[src/shared/rfi_pkg.sv]
`default_nettype none
package rfi_pkg;
  localparam logic [7:0] CMD_QARM  = 8'hC2;
  localparam logic [7:0] CMD_NARM  = 8'hD2;
  localparam logic [7:0] CMD_AINV  = 8'hD1;
  localparam logic [7:0] CMD_FRMB  = 8'hC3;
  // request flag bit positions
  localparam int FL_SUB   = 0;
  localparam int FL_INV   = 2;
  localparam int FL_PEXT  = 3;
  localparam int FL_SEL   = 4;
  localparam int FL_AFI   = 4;
  localparam int FL_ADR   = 5;
  localparam int FL_SLOT1 = 5;
  localparam int FL_OPT   = 6;
  localparam logic [7:0] RSP_OK    = 8'h00;
  localparam logic [7:0] RSP_ERR   = 8'h01;
  localparam logic [7:0] ERR_OPT   = 8'h03;
  localparam logic [7:0] ERR_ADDR  = 8'h10;
  localparam logic [7:0] ERR_RPROT = 8'h15;
  localparam logic [15:0] BLK_LAST = 16'h01FF;
  localparam int SEC_BLOCKS = 32;
  localparam int UID_BYTES  = 8;
  localparam int REQ_MAX    = 16;
  localparam int MASK_MAX   = 64;
  // byte positions and lengths inside a request
  localparam int IDX_FLAGS  = 0;
  localparam int IDX_CMD    = 1;
  localparam int IDX_MFG    = 2;
  localparam int IDX_PAR    = 3;
  localparam int RD_PAR_LEN = 3;
  localparam logic [4:0] CRC_BYTES = 5'h02;
  // reply chunk lengths in bytes
  localparam logic [3:0] LEN_UID  = 4'hA;
  localparam logic [3:0] LEN_ERR  = 4'h2;
  localparam logic [3:0] LEN_WORD = 4'h4;
  // register bus
  localparam int AXI_AW = 4;
  localparam logic [3:0] OFS_CTRL = 4'h0;
  localparam logic [3:0] OFS_STAT = 4'h4;
  localparam logic [1:0] RESP_OKAY   = 2'b00;
  localparam logic [1:0] RESP_SLVERR = 2'b10;
  localparam int CTRL_BUSY_MODE = 0;

  typedef struct packed {
    logic       sof;
    logic       eof;
    logic       valid;
    logic       crc_ok;
    logic [7:0] data;
  } rfi_link_t;

  typedef struct packed {
    logic       valid;
    logic       last;
    logic       fast;
    logic [7:0] data;
  } rfi_tx_t;

  typedef struct packed {
    logic       rprot;
    logic [1:0] pwd;
    logic [1:0] rw;
    logic       locked;
  } rfi_sec_t;
endpackage
`default_nettype wire

[src/hdl/rfi_cmd.sv]
// The address map and the AXI4-Lite register port are this design's own decisions.
`timescale 1ns/1ps
`default_nettype none
module rfi_cmd #(
  parameter logic [7:0] MFG_CODE   = 8'hA5, // arbitrary value
  parameter int         SEC_BLOCKS = rfi_pkg::SEC_BLOCKS
) (
  input  wire logic                       clk,
  input  wire logic                       reset,
  input  wire logic [rfi_pkg::AXI_AW-1:0] s_axi_awaddr,
  input  wire logic                       s_axi_awvalid,
  output logic                            s_axi_awready,
  input  wire logic [31:0]                s_axi_wdata,
  input  wire logic [3:0]                 s_axi_wstrb,
  input  wire logic                       s_axi_wvalid,
  output logic                            s_axi_wready,
  output logic [1:0]                      s_axi_bresp,
  output logic                            s_axi_bvalid,
  input  wire logic                       s_axi_bready,
  input  wire logic [rfi_pkg::AXI_AW-1:0] s_axi_araddr,
  input  wire logic                       s_axi_arvalid,
  output logic                            s_axi_arready,
  output logic [31:0]                     s_axi_rdata,
  output logic [1:0]                      s_axi_rresp,
  output logic                            s_axi_rvalid,
  input  wire logic                       s_axi_rready,
  input  wire logic                       rf_clk,
  input  wire rfi_pkg::rfi_link_t         rf_link,
  input  wire logic                       rf_field,
  input  wire logic                       tag_ready,
  input  wire logic [63:0]                tag_uid,
  input  wire logic [7:0]                 tag_dsfid,
  input  wire logic [7:0]                 tag_afi,
  output logic                            mem_req,
  output logic [15:0]                     mem_addr,
  input  wire logic                       mem_ack,
  input  wire logic [31:0]                mem_rdata,
  input  wire rfi_pkg::rfi_sec_t          mem_sec,
  output var rfi_pkg::rfi_tx_t            rf_tx,
  input  wire logic                       tx_ready,
  output logic                            rf_activity_pin_o,
  output logic                            rf_activity_pin_oe_n
);
  import rfi_pkg::*;

  localparam int SEC_SH = $clog2(SEC_BLOCKS);

  typedef enum logic [2:0] {S_IDLE, S_DEC, S_SLOT, S_FETCH, S_SEND} rfi_state_t;

  rfi_state_t state_q;
  rfi_link_t  lk1_q;
  rfi_link_t  lk2_q;
  rfi_tx_t    tx_q;
  logic [2:0]  ck_q;
  logic [1:0]  fld_q;
  logic        rise;
  logic        pwr_off;
  logic        req_end;
  logic        slot_mark;
  logic [7:0]  req_q [REQ_MAX];
  logic [4:0]  cnt_q;
  logic        in_frm_q;
  logic        ovf_q;
  logic        crc_q;
  logic        arm_q;
  logic        busy_q;
  logic        hold_q;
  logic        ctrl_q;
  logic [79:0] buf_q;
  logic [3:0]  left_q;
  logic        more_q;
  logic        opt_q;
  logic        first_q;
  logic [15:0] blk_q;
  logic [7:0]  rem_q;
  logic [3:0]  slot_q;
  logic [3:0]  tgt_q;
  logic        mreq_q;
  logic [15:0] maddr_q;
  logic        oe_n_q;
  logic        pin_q;
  logic        aw_w_q;
  logic        bvalid_q;
  logic [1:0]  bresp_q;
  logic        ar_q;
  logic        rvalid_q;
  logic [1:0]  rresp_q;
  logic [31:0] rdata_q;

  // two-flop sync; link edges from synced clock
  always_ff @(posedge clk or posedge reset) begin
    if (reset) begin
      ck_q  <= '0;
      lk1_q <= '0;
      lk2_q <= '0;
      fld_q <= '0;
    end else begin
      ck_q  <= {ck_q[1:0], rf_clk};
      lk1_q <= rf_link;
      lk2_q <= lk1_q;
      fld_q <= {fld_q[0], rf_field};
    end
  end

  assign rise      = ck_q[1] & ~ck_q[2];
  assign pwr_off   = ~fld_q[1];
  assign req_end   = rise & lk2_q.eof & in_frm_q & ~pwr_off;
  assign slot_mark = rise & lk2_q.eof & ~in_frm_q & ~pwr_off;

  // request capture
  always_ff @(posedge clk or posedge reset) begin
    if (reset) begin
      cnt_q    <= '0;
      in_frm_q <= 1'b0;
      ovf_q    <= 1'b0;
      crc_q    <= 1'b0;
    end else if (pwr_off) begin
      in_frm_q <= 1'b0;
    end else if (rise) begin
      if (lk2_q.sof) begin
        in_frm_q <= 1'b1;
        cnt_q    <= '0;
        ovf_q    <= 1'b0;
      end else if (in_frm_q & lk2_q.valid) begin
        if (cnt_q == 5'(REQ_MAX)) begin
          ovf_q <= 1'b1;
        end else begin
          cnt_q <= cnt_q + 5'h01;
        end
      end else if (lk2_q.eof) begin
        in_frm_q <= 1'b0;
        crc_q    <= lk2_q.crc_ok;
      end
    end
  end

  always_ff @(posedge clk) begin
    if (rise & in_frm_q & lk2_q.valid & ~cnt_q[4]) begin
      req_q[cnt_q[3:0]] <= lk2_q.data;
    end
  end

  // request decode
  logic [7:0]  fl;
  logic [7:0]  cmd;
  logic [4:0]  n;
  logic [3:0]  p;
  logic [3:0]  q;
  logic [7:0]  ml;
  logic [63:0] mask;
  logic [63:0] mmask;
  logic [15:0] blk;
  logic [15:0] blk_end;
  logic [3:0]  slot;
  logic        base_ok;
  logic        uid_ok;
  logic        afi_ok;
  logic        arm_ok;
  logic        inv_ok;
  logic        rd_ok;

  always_comb begin
    fl      = req_q[IDX_FLAGS];
    cmd     = req_q[IDX_CMD];
    n       = cnt_q - CRC_BYTES;
    base_ok = crc_q & ~ovf_q & (cnt_q >= CRC_BYTES)
              & (req_q[IDX_MFG] == MFG_CODE);
    p       = fl[FL_ADR] ? 4'(IDX_PAR + UID_BYTES) : 4'(IDX_PAR);
    uid_ok  = 1'b1;
    for (int i = 0; i < UID_BYTES; i++) begin
      if (req_q[IDX_PAR + i] != tag_uid[8*i +: 8]) begin
        uid_ok = 1'b0;
      end
    end
    blk     = {req_q[p + 4'h1], req_q[p]};
    blk_end = blk + 16'(req_q[p + 4'h2]);
    q       = fl[FL_AFI] ? 4'(IDX_PAR + 1) : 4'(IDX_PAR);
    ml      = req_q[q];
    for (int i = 0; i < UID_BYTES; i++) begin
      mask[8*i +: 8] = req_q[4'(q + 1 + i)];
    end
    mmask   = (ml >= 8'(MASK_MAX)) ? '1 : ((64'h1 << ml) - 64'h1);
    slot    = 4'(tag_uid >> ml);
    afi_ok  = ~fl[FL_AFI] | (req_q[IDX_PAR] == '0) | (req_q[IDX_PAR] == tag_afi);
    // arms: non-addressed, ready
    arm_ok  = base_ok & tag_ready & (n == 5'(IDX_PAR))
              & ~fl[FL_SEL] & ~fl[FL_ADR] & ~fl[FL_INV];
    inv_ok  = base_ok & arm_q & fl[FL_INV] & (ml <= 8'(MASK_MAX)) & afi_ok
              & (((tag_uid ^ mask) & mmask) == '0)
              & (n == 5'(q) + 5'h01 + 5'((ml + 8'h07) >> 3));
    rd_ok   = base_ok & ~fl[FL_INV] & (n == 5'(p) + 5'(RD_PAR_LEN))
              & (~fl[FL_ADR] | uid_ok);
  end

  // reply selection
  logic        ld;
  logic        ld_err;
  logic [7:0]  ec;
  logic [79:0] ld_buf;
  logic [3:0]  ld_len;
  logic        ld_more;
  logic        ld_fast;
  logic        go_slot;
  logic        go_rd;
  logic [7:0]  ss;

  always_comb begin
    ld      = 1'b0;
    ld_err  = 1'b0;
    ec      = ERR_OPT;
    ld_buf  = {tag_uid, tag_dsfid, RSP_OK};
    ld_len  = LEN_UID;
    ld_more = 1'b0;
    ld_fast = 1'b0;
    go_slot = 1'b0;
    go_rd   = 1'b0;
    ss      = {3'b000, mem_sec.pwd, mem_sec.rw, mem_sec.locked};
    unique case (state_q)
      S_DEC: begin
        case (cmd)
          CMD_QARM, CMD_NARM: begin
            if (arm_ok) begin
              ld_fast = (cmd == CMD_QARM);
              ld_err  = (cmd == CMD_QARM) & fl[FL_SUB];
              ld      = ~ld_err;
            end
          end
          CMD_AINV: begin
            if (inv_ok) begin
              ld      = fl[FL_SLOT1] | (slot == '0);
              go_slot = ~ld;
            end
          end
          CMD_FRMB: begin
            if (rd_ok) begin
              ld_fast = 1'b1;
              if (fl[FL_SUB] | ~fl[FL_PEXT]) begin
                ld_err = 1'b1;
              end else if ((blk > BLK_LAST) | (blk_end > BLK_LAST)
                           | (blk[15:SEC_SH] != blk_end[15:SEC_SH])) begin
                ld_err = 1'b1;
                ec     = ERR_ADDR;
              end else begin
                go_rd = 1'b1;
              end
            end
          end
          default: begin
          end
        endcase
      end
      S_SLOT: begin
        ld = slot_mark & (slot_q + 4'h1 == tgt_q);
      end
      S_FETCH: begin
        if (mem_ack) begin
          ld_fast = 1'b1;
          if (first_q & mem_sec.rprot) begin
            ld_err = 1'b1;
            ec     = ERR_RPROT;
          end else begin
            ld      = 1'b1;
            ld_buf  = opt_q ? 80'({mem_rdata, ss}) : 80'(mem_rdata);
            ld_len  = LEN_WORD + 4'(opt_q);
            ld_more = (rem_q != '0);
            if (first_q) begin
              ld_buf = {ld_buf[71:0], RSP_OK};
              ld_len = ld_len + 4'h1;
            end
          end
        end
      end
      default: begin
      end
    endcase
    if (ld_err) begin
      ld     = 1'b1;
      ld_buf = 80'({ec, RSP_ERR});
      ld_len = LEN_ERR;
    end
  end

  logic hs;
  logic done;
  assign hs   = (state_q == S_SEND) & tx_q.valid & tx_ready;
  assign done = ((state_q == S_DEC) & ~ld & ~go_slot & ~go_rd)
                | (hs & (left_q == 4'h1) & ~more_q);

  // sequencing
  always_ff @(posedge clk or posedge reset) begin
    if (reset) begin
      state_q <= S_IDLE;
      tx_q    <= '0;
      buf_q   <= '0;
      left_q  <= '0;
      more_q  <= 1'b0;
      opt_q   <= 1'b0;
      first_q <= 1'b0;
      blk_q   <= '0;
      rem_q   <= '0;
      slot_q  <= '0;
      tgt_q   <= '0;
      mreq_q  <= 1'b0;
      maddr_q <= '0;
    end else if (pwr_off) begin
      state_q    <= S_IDLE;
      tx_q.valid <= 1'b0;
      mreq_q     <= 1'b0;
    end else begin
      unique case (state_q)
        S_IDLE: begin
          if (req_end) begin
            state_q <= S_DEC;
          end
        end
        S_DEC: begin
          if (go_slot) begin
            slot_q  <= '0;
            tgt_q   <= slot;
            state_q <= S_SLOT;
          end else if (go_rd) begin
            blk_q   <= blk;
            rem_q   <= req_q[p + 4'h2];
            opt_q   <= fl[FL_OPT];
            first_q <= 1'b1;
            mreq_q  <= 1'b1;
            maddr_q <= blk;
            state_q <= S_FETCH;
          end else begin
            state_q <= S_IDLE;
          end
        end
        S_SLOT: begin
          if (req_end) begin
            state_q <= S_DEC;
          end else if (slot_mark) begin
            slot_q <= slot_q + 4'h1;
          end
        end
        S_FETCH: begin
          if (mem_ack) begin
            mreq_q <= 1'b0;
          end
        end
        S_SEND: begin
          if (hs) begin
            if (left_q != 4'h1) begin
              buf_q     <= buf_q >> 8;
              tx_q.data <= buf_q[15:8];
              tx_q.last <= (left_q == 4'h2) & ~more_q;
              left_q    <= left_q - 4'h1;
            end else begin
              tx_q.valid <= 1'b0;
              if (more_q) begin
                rem_q   <= rem_q - 8'h01;
                blk_q   <= blk_q + 16'h0001;
                first_q <= 1'b0;
                mreq_q  <= 1'b1;
                maddr_q <= blk_q + 16'h0001;
                state_q <= S_FETCH;
              end else begin
                state_q <= S_IDLE;
              end
            end
          end
        end
      endcase
      if (ld) begin
        state_q <= S_SEND;
        buf_q   <= ld_buf;
        left_q  <= ld_len;
        more_q  <= ld_more;
        tx_q    <= '{valid: 1'b1, last: 1'b0, fast: ld_fast, data: ld_buf[7:0]};
      end
    end
  end

  // arming latch
  always_ff @(posedge clk or posedge reset) begin
    if (reset) begin
      arm_q <= 1'b0;
    end else if (pwr_off) begin
      arm_q <= 1'b0;
    end else if ((state_q == S_DEC) & ld & ~ld_err
                 & ((cmd == CMD_QARM) | (cmd == CMD_NARM))) begin
      arm_q <= 1'b1;
    end
  end

  // activity pin
  always_ff @(posedge clk or posedge reset) begin
    if (reset) begin
      busy_q <= 1'b0;
      hold_q <= 1'b0;
      oe_n_q <= 1'b1;
      pin_q  <= 1'b0;
    end else begin
      if (pwr_off) begin
        busy_q <= 1'b0;
        hold_q <= 1'b0;
      end else begin
        if (done) begin
          busy_q <= 1'b0;
        end
        if (rise & lk2_q.sof) begin
          busy_q <= 1'b1;
        end
        if ((state_q == S_SLOT) & req_end) begin
          hold_q <= 1'b1;
        end
      end
      // wip mode never drives
      oe_n_q <= ~(ctrl_q & (busy_q | hold_q));
      pin_q  <= 1'b0;
    end
  end

  // register bus slave
  always_ff @(posedge clk or posedge reset) begin
    if (reset) begin
      aw_w_q   <= 1'b0;
      bvalid_q <= 1'b0;
      bresp_q  <= RESP_OKAY;
      ctrl_q   <= 1'b0;
    end else begin
      aw_w_q <= 1'b0;
      if (bvalid_q & s_axi_bready) begin
        bvalid_q <= 1'b0;
      end
      if (~aw_w_q & ~bvalid_q & s_axi_awvalid & s_axi_wvalid) begin
        aw_w_q   <= 1'b1;
        bvalid_q <= 1'b1;
        bresp_q  <= RESP_OKAY;
        if (s_axi_awaddr == OFS_CTRL) begin
          if (s_axi_wstrb[0]) begin
            ctrl_q <= s_axi_wdata[CTRL_BUSY_MODE];
          end
        end else if (s_axi_awaddr != OFS_STAT) begin
          bresp_q <= RESP_SLVERR;
        end
      end
    end
  end

  always_ff @(posedge clk or posedge reset) begin
    if (reset) begin
      ar_q     <= 1'b0;
      rvalid_q <= 1'b0;
      rresp_q  <= RESP_OKAY;
      rdata_q  <= '0;
    end else begin
      ar_q <= 1'b0;
      if (rvalid_q & s_axi_rready) begin
        rvalid_q <= 1'b0;
      end
      if (~ar_q & ~rvalid_q & s_axi_arvalid) begin
        ar_q     <= 1'b1;
        rvalid_q <= 1'b1;
        rresp_q  <= RESP_OKAY;
        rdata_q  <= '0;
        if (s_axi_araddr == OFS_CTRL) begin
          rdata_q <= 32'(ctrl_q);
        end else if (s_axi_araddr == OFS_STAT) begin
          rdata_q <= 32'({hold_q, busy_q, arm_q});
        end else begin
          rresp_q <= RESP_SLVERR;
        end
      end
    end
  end

  assign s_axi_awready        = aw_w_q;
  assign s_axi_wready         = aw_w_q;
  assign s_axi_bvalid         = bvalid_q;
  assign s_axi_bresp          = bresp_q;
  assign s_axi_arready        = ar_q;
  assign s_axi_rvalid         = rvalid_q;
  assign s_axi_rresp          = rresp_q;
  assign s_axi_rdata          = rdata_q;
  assign mem_req              = mreq_q;
  assign mem_addr             = maddr_q;
  assign rf_tx                = tx_q;
  assign rf_activity_pin_o    = pin_q;
  assign rf_activity_pin_oe_n = oe_n_q;
endmodule
`default_nettype wire

[config.mk]
export PLATFORM = sky130hd
export DESIGN_NAME = rfi_cmd
export DESIGN_NICKNAME = d
export VERILOG_FILES = /design/src/shared/rfi_pkg.sv /design/src/hdl/rfi_cmd.sv
export SDC_FILE = /design/constraint.sdc
export NUM_CORES = 1
export LEC_CHECK = 0
export BUFFER_PORTS_ARGS = -buffer_cell sky130_fd_sc_hd__buf_2
export CAP_MARGIN = 15
export CORE_UTILIZATION = 54
export DETAILED_ROUTE_END_ITERATION = 10
export HOLD_SLACK_MARGIN = 0.12
export PLACE_DENSITY = 0.88
export SYNTH_ARGS = -nofsm -noshare
export SYNTH_HDL_FRONTEND = slang
export SYNTH_SLANG_ARGS = --single-unit
[constraint.sdc]
create_clock -name clk -period 5.3 [get_ports clk]
set_input_delay 0.53 -clock clk [delete_from_list [all_inputs] [get_ports clk]]
set_output_delay 0.53 -clock clk [all_outputs]
set_load 0.1 [all_outputs]
# Yosys cells after proc, flatten, opt, wreduce, memory -nomap -nowiden
# Memories as Yosys holds them, arrays and structs flattened.
# Cells that the tools add are included.
# op_classes
addsub	24
n_shift	2
n_lt_le_gt_ge	5
n_eq_ne	58
bitwise	85
mux	146
n_reduce_logical	32
# op_table
op	count
$mux W80	8
$mux W16	5
$mux W1	69
$and A64 B64 Y64	1
$logic_not A64 Y1	1
$mux W64	1
$mux W8	8
$ne A8 B8 Y1	8
$shl A1 B8 Y64 const A	1
$shr A64 B8 Y4	1
$sub A64 B1 Y64 const B	1
$xor A64 B64 Y64	1
$mux W4	13
$and A1 B1 Y1	51
$mux W48	1
$mux W5	9
$eq A8 B8 Y1 const B	5
$mux W40	1
$gt A16 B9 Y1 const B	2
$pmux W16 S2	1
$ne A3 B3 Y1 const B	9
$mux W3	8
$not A1 Y1	22
$reduce_and A4 Y1	5
other kinds (56)	120
# totals
regBits	216
in_bits	186
output_inout_bits	71
mem_bits_rw	128
elab_cells	396
n_memories	1
# memory_table
memory	depth	width	read_ports	rd_ports_with_merged_regs	wr	line_no	text
req_q	16	8	23	0	1	rfi_cmd.sv:60	logic [7:0] req_q [REQ_MAX];

# Logic depth before layout (Yosys ltp)
# An unclocked memory read counts as a cell.
# logic_depth
ltp_word	24
mapped_depth	27
mapped_depth_nobuf	17

# Worst setup path before layout
# Ideal clock, no wire load.
# synth_path
kind	register -> register
start	memory req_q[0][4]
end	register buf_q[40]
setup_time_ns	0.125
arrival_time_ns	5.372
required_ns	5.175
path_slack_ns	-0.197
synth_period_minus_slack_ns	5.497
stages_incl_launch_ff	26
n_path_buf	10
path_cell_list	edfxtp_1 -> buf_2 -> buf_4 -> buf_4 -> buf_4 -> buf_2 -> buf_4 -> buf_2 -> buf_4 -> a21oi_1 -> clkbuf_1 -> xnor2_1 -> ha_1 -> fa_1 -> xnor2_1 -> xnor2_1 -> a2111oi_0 -> nand4_1 -> and4b_1 -> and4_1 -> nand4_1 -> nor3_4 -> nor3_2 -> a21oi_4 -> buf_6 -> mux2_4
# synth_rtl
item	line_no	text
from (decl)	rfi_cmd.sv:60	
to (signal assigned)	rfi_cmd.sv:348	buf_q <= buf_q >> 8;
to (signal assigned)	rfi_cmd.sv:370	buf_q <= ld_buf;
to (decl)	rfi_cmd.sv:69	logic [79:0] buf_q;

==> impl_metrics.env <==
export IMPL_grt_pass1_wl_um=135000
export IMPL_gp_congestion=1.08
export IMPL_fillCellCount=2896
export IMPL_arrival_ns=5.71
export IMPL_clock_latency_ns=0.62
export IMPL_endpoint_kind="flop"
export IMPL_io_pins=257
export IMPL_dpl_instance_area_um2=23100
export IMPL_reg2reg_to="buf_q[65]"
export IMPL_die_h_um=198
export IMPL_critPathMaxFanout=61
export IMPL_synth_area_per_cell_um2=9.12
export IMPL_r2r_slack_ns=0.07
export IMPL_overflow=0
export IMPL_power_density_nw_per_um2=225
export IMPL_power_total_mw=5.51
export IMPL_initial_core_util=0.550
export IMPL_vias_per_cell=7.14
export IMPL_seqCellArea_um2=7730
export IMPL_crit_path_top_delay_cell="or4_4"
export IMPL_antenna_cells=0
export IMPL_comb_power_share=0.142
export IMPL_p_int_mw=3.87
export IMPL_postRouteAntennaNets=0
export IMPL_finalCritPeriodShare=0.987
export IMPL_cp_common_cell="buf_4"
export IMPL_hold_class="in -> async"
export IMPL_synth_distinct_cells=105
export IMPL_async_reset_ff_frac=0.617
export IMPL_hpwlAfterDp_um=70200
export IMPL_worstSetupPathType="reg -> reg"
export IMPL_finalCriticalPeriod_ns=5.23
export IMPL_drt_iter0_drc=3446
export IMPL_multi_input_area_um2=11800
export IMPL_fmax_ghz=0.191
export IMPL_hold_viol_final=0
export IMPL_drive_above_1_share=0.230
export IMPL_synth_ff_type="dfrtp_1"
export IMPL_die_w_um=198
export IMPL_p_leak_nw=10.4
export IMPL_setup_violations=0
export IMPL_grt_max_degree=178
export IMPL_r2r_start="req_q[0][4]"
export IMPL_mappedNetlistArea_um2=20800
export IMPL_drc_errors=0
export IMPL_synthCells=2279
export IMPL_cts_made_buffers=31
export IMPL_stdcell_area_um2=24400
export IMPL_clk_pin_slew_ns=0.07
export IMPL_yosys_top_cells_count="210 x nand2_1, 176 x dfrtp_1, 142 x clkbuf_1, 137 x nor2_1, 118 x a221oi_1"
export IMPL_drt_first_pass_iters=8
export IMPL_ys_warnings_count=0
export IMPL_yosysTopAreaCell="dfrtp_1"
export IMPL_tightest_slew_ns=1.31
export IMPL_drt_wl_total_um=94900
export IMPL_syn2layout_area_growth_pct=17.6
export IMPL_vias=21800
export IMPL_clk_path_buf_depth=3
export IMPL_irDropWorstVdd_mv=0.326
export IMPL_drv_slew=0
export IMPL_p_sw_mw=1.64
export IMPL_post_synth_top_count_cell="nand2_1"
export IMPL_grt_use_total=0.473
export IMPL_antenna_found_initial=3
export IMPL_grt_pass1_vias=20500
export IMPL_numClockSinks=287
export IMPL_cts_root_buf="clkbuf_16"
export IMPL_nets=2738
export IMPL_htree_levels=1
export IMPL_max_stage_delay_ns=0.52
export IMPL_relSlewSlack=0.119
export IMPL_synth_seq_area_share=0.372
export IMPL_status="complete, no violations"
export IMPL_seq_power_share=0.445
export IMPL_synthTopCellsByArea="dfrtp_1 21%, edfxtp_1 16%, mux2i_1 5.0%"
export IMPL_cp_data_required_time_ns=5.78
export IMPL_switching_share=0.298
export IMPL_synth_top_area_frac=0.212
export IMPL_pre_cts_ws_ns=-0.0185
export IMPL_clkPwrFrac=0.413
export IMPL_rows=71
export IMPL_wl_per_cell_um=31.0
export IMPL_core_area_um2=37800
export IMPL_start_kind="flop"
export IMPL_setup_slack_ns=0.0711
export IMPL_dieArea_um2=39300
export IMPL_cts_tree="built"
export IMPL_path_cells="buf_4 > buf_12 > nor4bb_1 > o211ai_1 > or2_2 > ha_1 > o21ai_1 > a211oi_4 > nand4_1 > or4_1 > buf_4 > mux2i_1 > nand4_1 > or4_4 > nor3_4 > buf_4 > o41ai_2 > buf_12 > a221oi_1"
export IMPL_yosys_register_bits=287
export IMPL_portBuffers=190
export IMPL_maxCapViolations=0
export IMPL_skew_ns=0.0289
export IMPL_synth_edff_count=110
export IMPL_rr_worst_depth=19
[flip-flops by register name (all words and copies together), names as in the netlist, 2 cells and up]
name	count
s_axi_rdata	3
lk1_q	12
buf_q	73
fld_q	2
slot_q	4
lk2_q	12
tgt_q	4
cnt_q	5
rf_tx	10
rem_q	8
mem_addr	16
left_q	4
state_q	3
ck_q	3
req_q	110
[timing repair]
action / CTS / global route
pin swaps: 0 / 1
hold endpoints to repair: 15 / 0
buffers inserted: 5 / 0
endpoints found under the setup margin: 49 / 85
resized for setup: 0 / 14
hold buffers: 15 / 0
[cell usage in the layout (no fill, tap or decap), types with 69 or more instances in the layout]
cell type  Yosys  final
buf_4         50    215
nand2_1      210    208
buf_2         25    191
dfrtp_1      176    176
nor2_1       137    134
a221oi_1     118    117
a21oi_1      113    113
edfxtp_1     110    110
mux2i_1      104    103
xor2_1        98     98
o21ai_0       97     97
inv_1         75     74
xnor2_1       70     69
[power by group through the flow]
stage          registers, mW  logic [mW]  clock network [mW]
2_1_floorplan           2.51       0.471                   0
3_3_place_gp            2.48       0.712                   0
3_5_place_dp            2.48       0.731                   0
4_1_cts                 2.44       0.745                2.26
5_1_grt                 2.45       0.806                2.35
6_report                2.45       0.780                2.28
[logic make-up after synthesis]
group,count (synthesis),synth area share
and+or+nand+nor,668,0.164
AOI/OAI and AO/OA,643,0.225
buffers and inverters,326,0.0701
DFF,287,0.372
xor gates and xnor gates,168,0.0708
muxes,157,0.0795
adders and majority gates,29,0.0181
other,1,0.000180
[area by class of cell]
class,count,share of cell area
multi-input cells,1697,0.483
flip-flops and latches,287,0.317
repair buffers,430,0.119
clock buffers,42,0.0367
well taps,511,0.0262
inverters,77,0.0120
clock inverters,14,0.00645
[layer usage]
| metal | up-vias | GRT usage | share of wire |
|---|---|---|---|
| met5 | - | 0 | 0.00028 |
| met4 | 4 | 0.271 | 0.068 |
| met3 | 435 | 0.119 | 0.13 |
| met2 | 1983 | 0.705 | 0.43 |
| met1 | 10400 | 0.622 | 0.37 |
| li1 | 9011 | - | - |
[critical path, delay by kind of cell, from the launching register on]
family	cells	cell delay (ns)
flip-flops	1	0.39
buffers and inverters	5	0.96
AO/OA/AOI/OAI	5	1.29
AND/OR/NAND/NOR	7	2.07
adder cells (fa/ha/maj)	1	0.16
multiplexers	1	0.19
[through the flow]
| stage | hold slack, ns | setup TNS, ns | instances | utilization |
|---|---|---|---|---|
| floorplan | 0.331 | 0 | 2310 | - |
| global placement | 0.334 | 0 | 2981 | 0.612 |
| detailed placement | 0.337 | -0.0228 | 2981 | 0.612 |
| CTS | 0.156 | 0 | 3057 | 0.645 |
| global route | 0.185 | -0.160 | 3058 | 0.647 |
| finish | 0.128 | 0 | 3058 | 0.647 |
[worst max path at each step]
stage | slack (ns) | to | start
after floorplan | 0.0002 | buf_q[40] | req_q[0][4]
after global placement | 0.06 | buf_q[65] | req_q[0][4]
after detailed placement | -0.02 | buf_q[70] | req_q[0][4]
after CTS | 0.07 | buf_q[70] | req_q[4][0]
after global routing | -0.08 | buf_q[62] | req_q[0][4]
final | 0.07 | buf_q[65] | req_q[0][4]
Power figures use the tool's default switching activity.
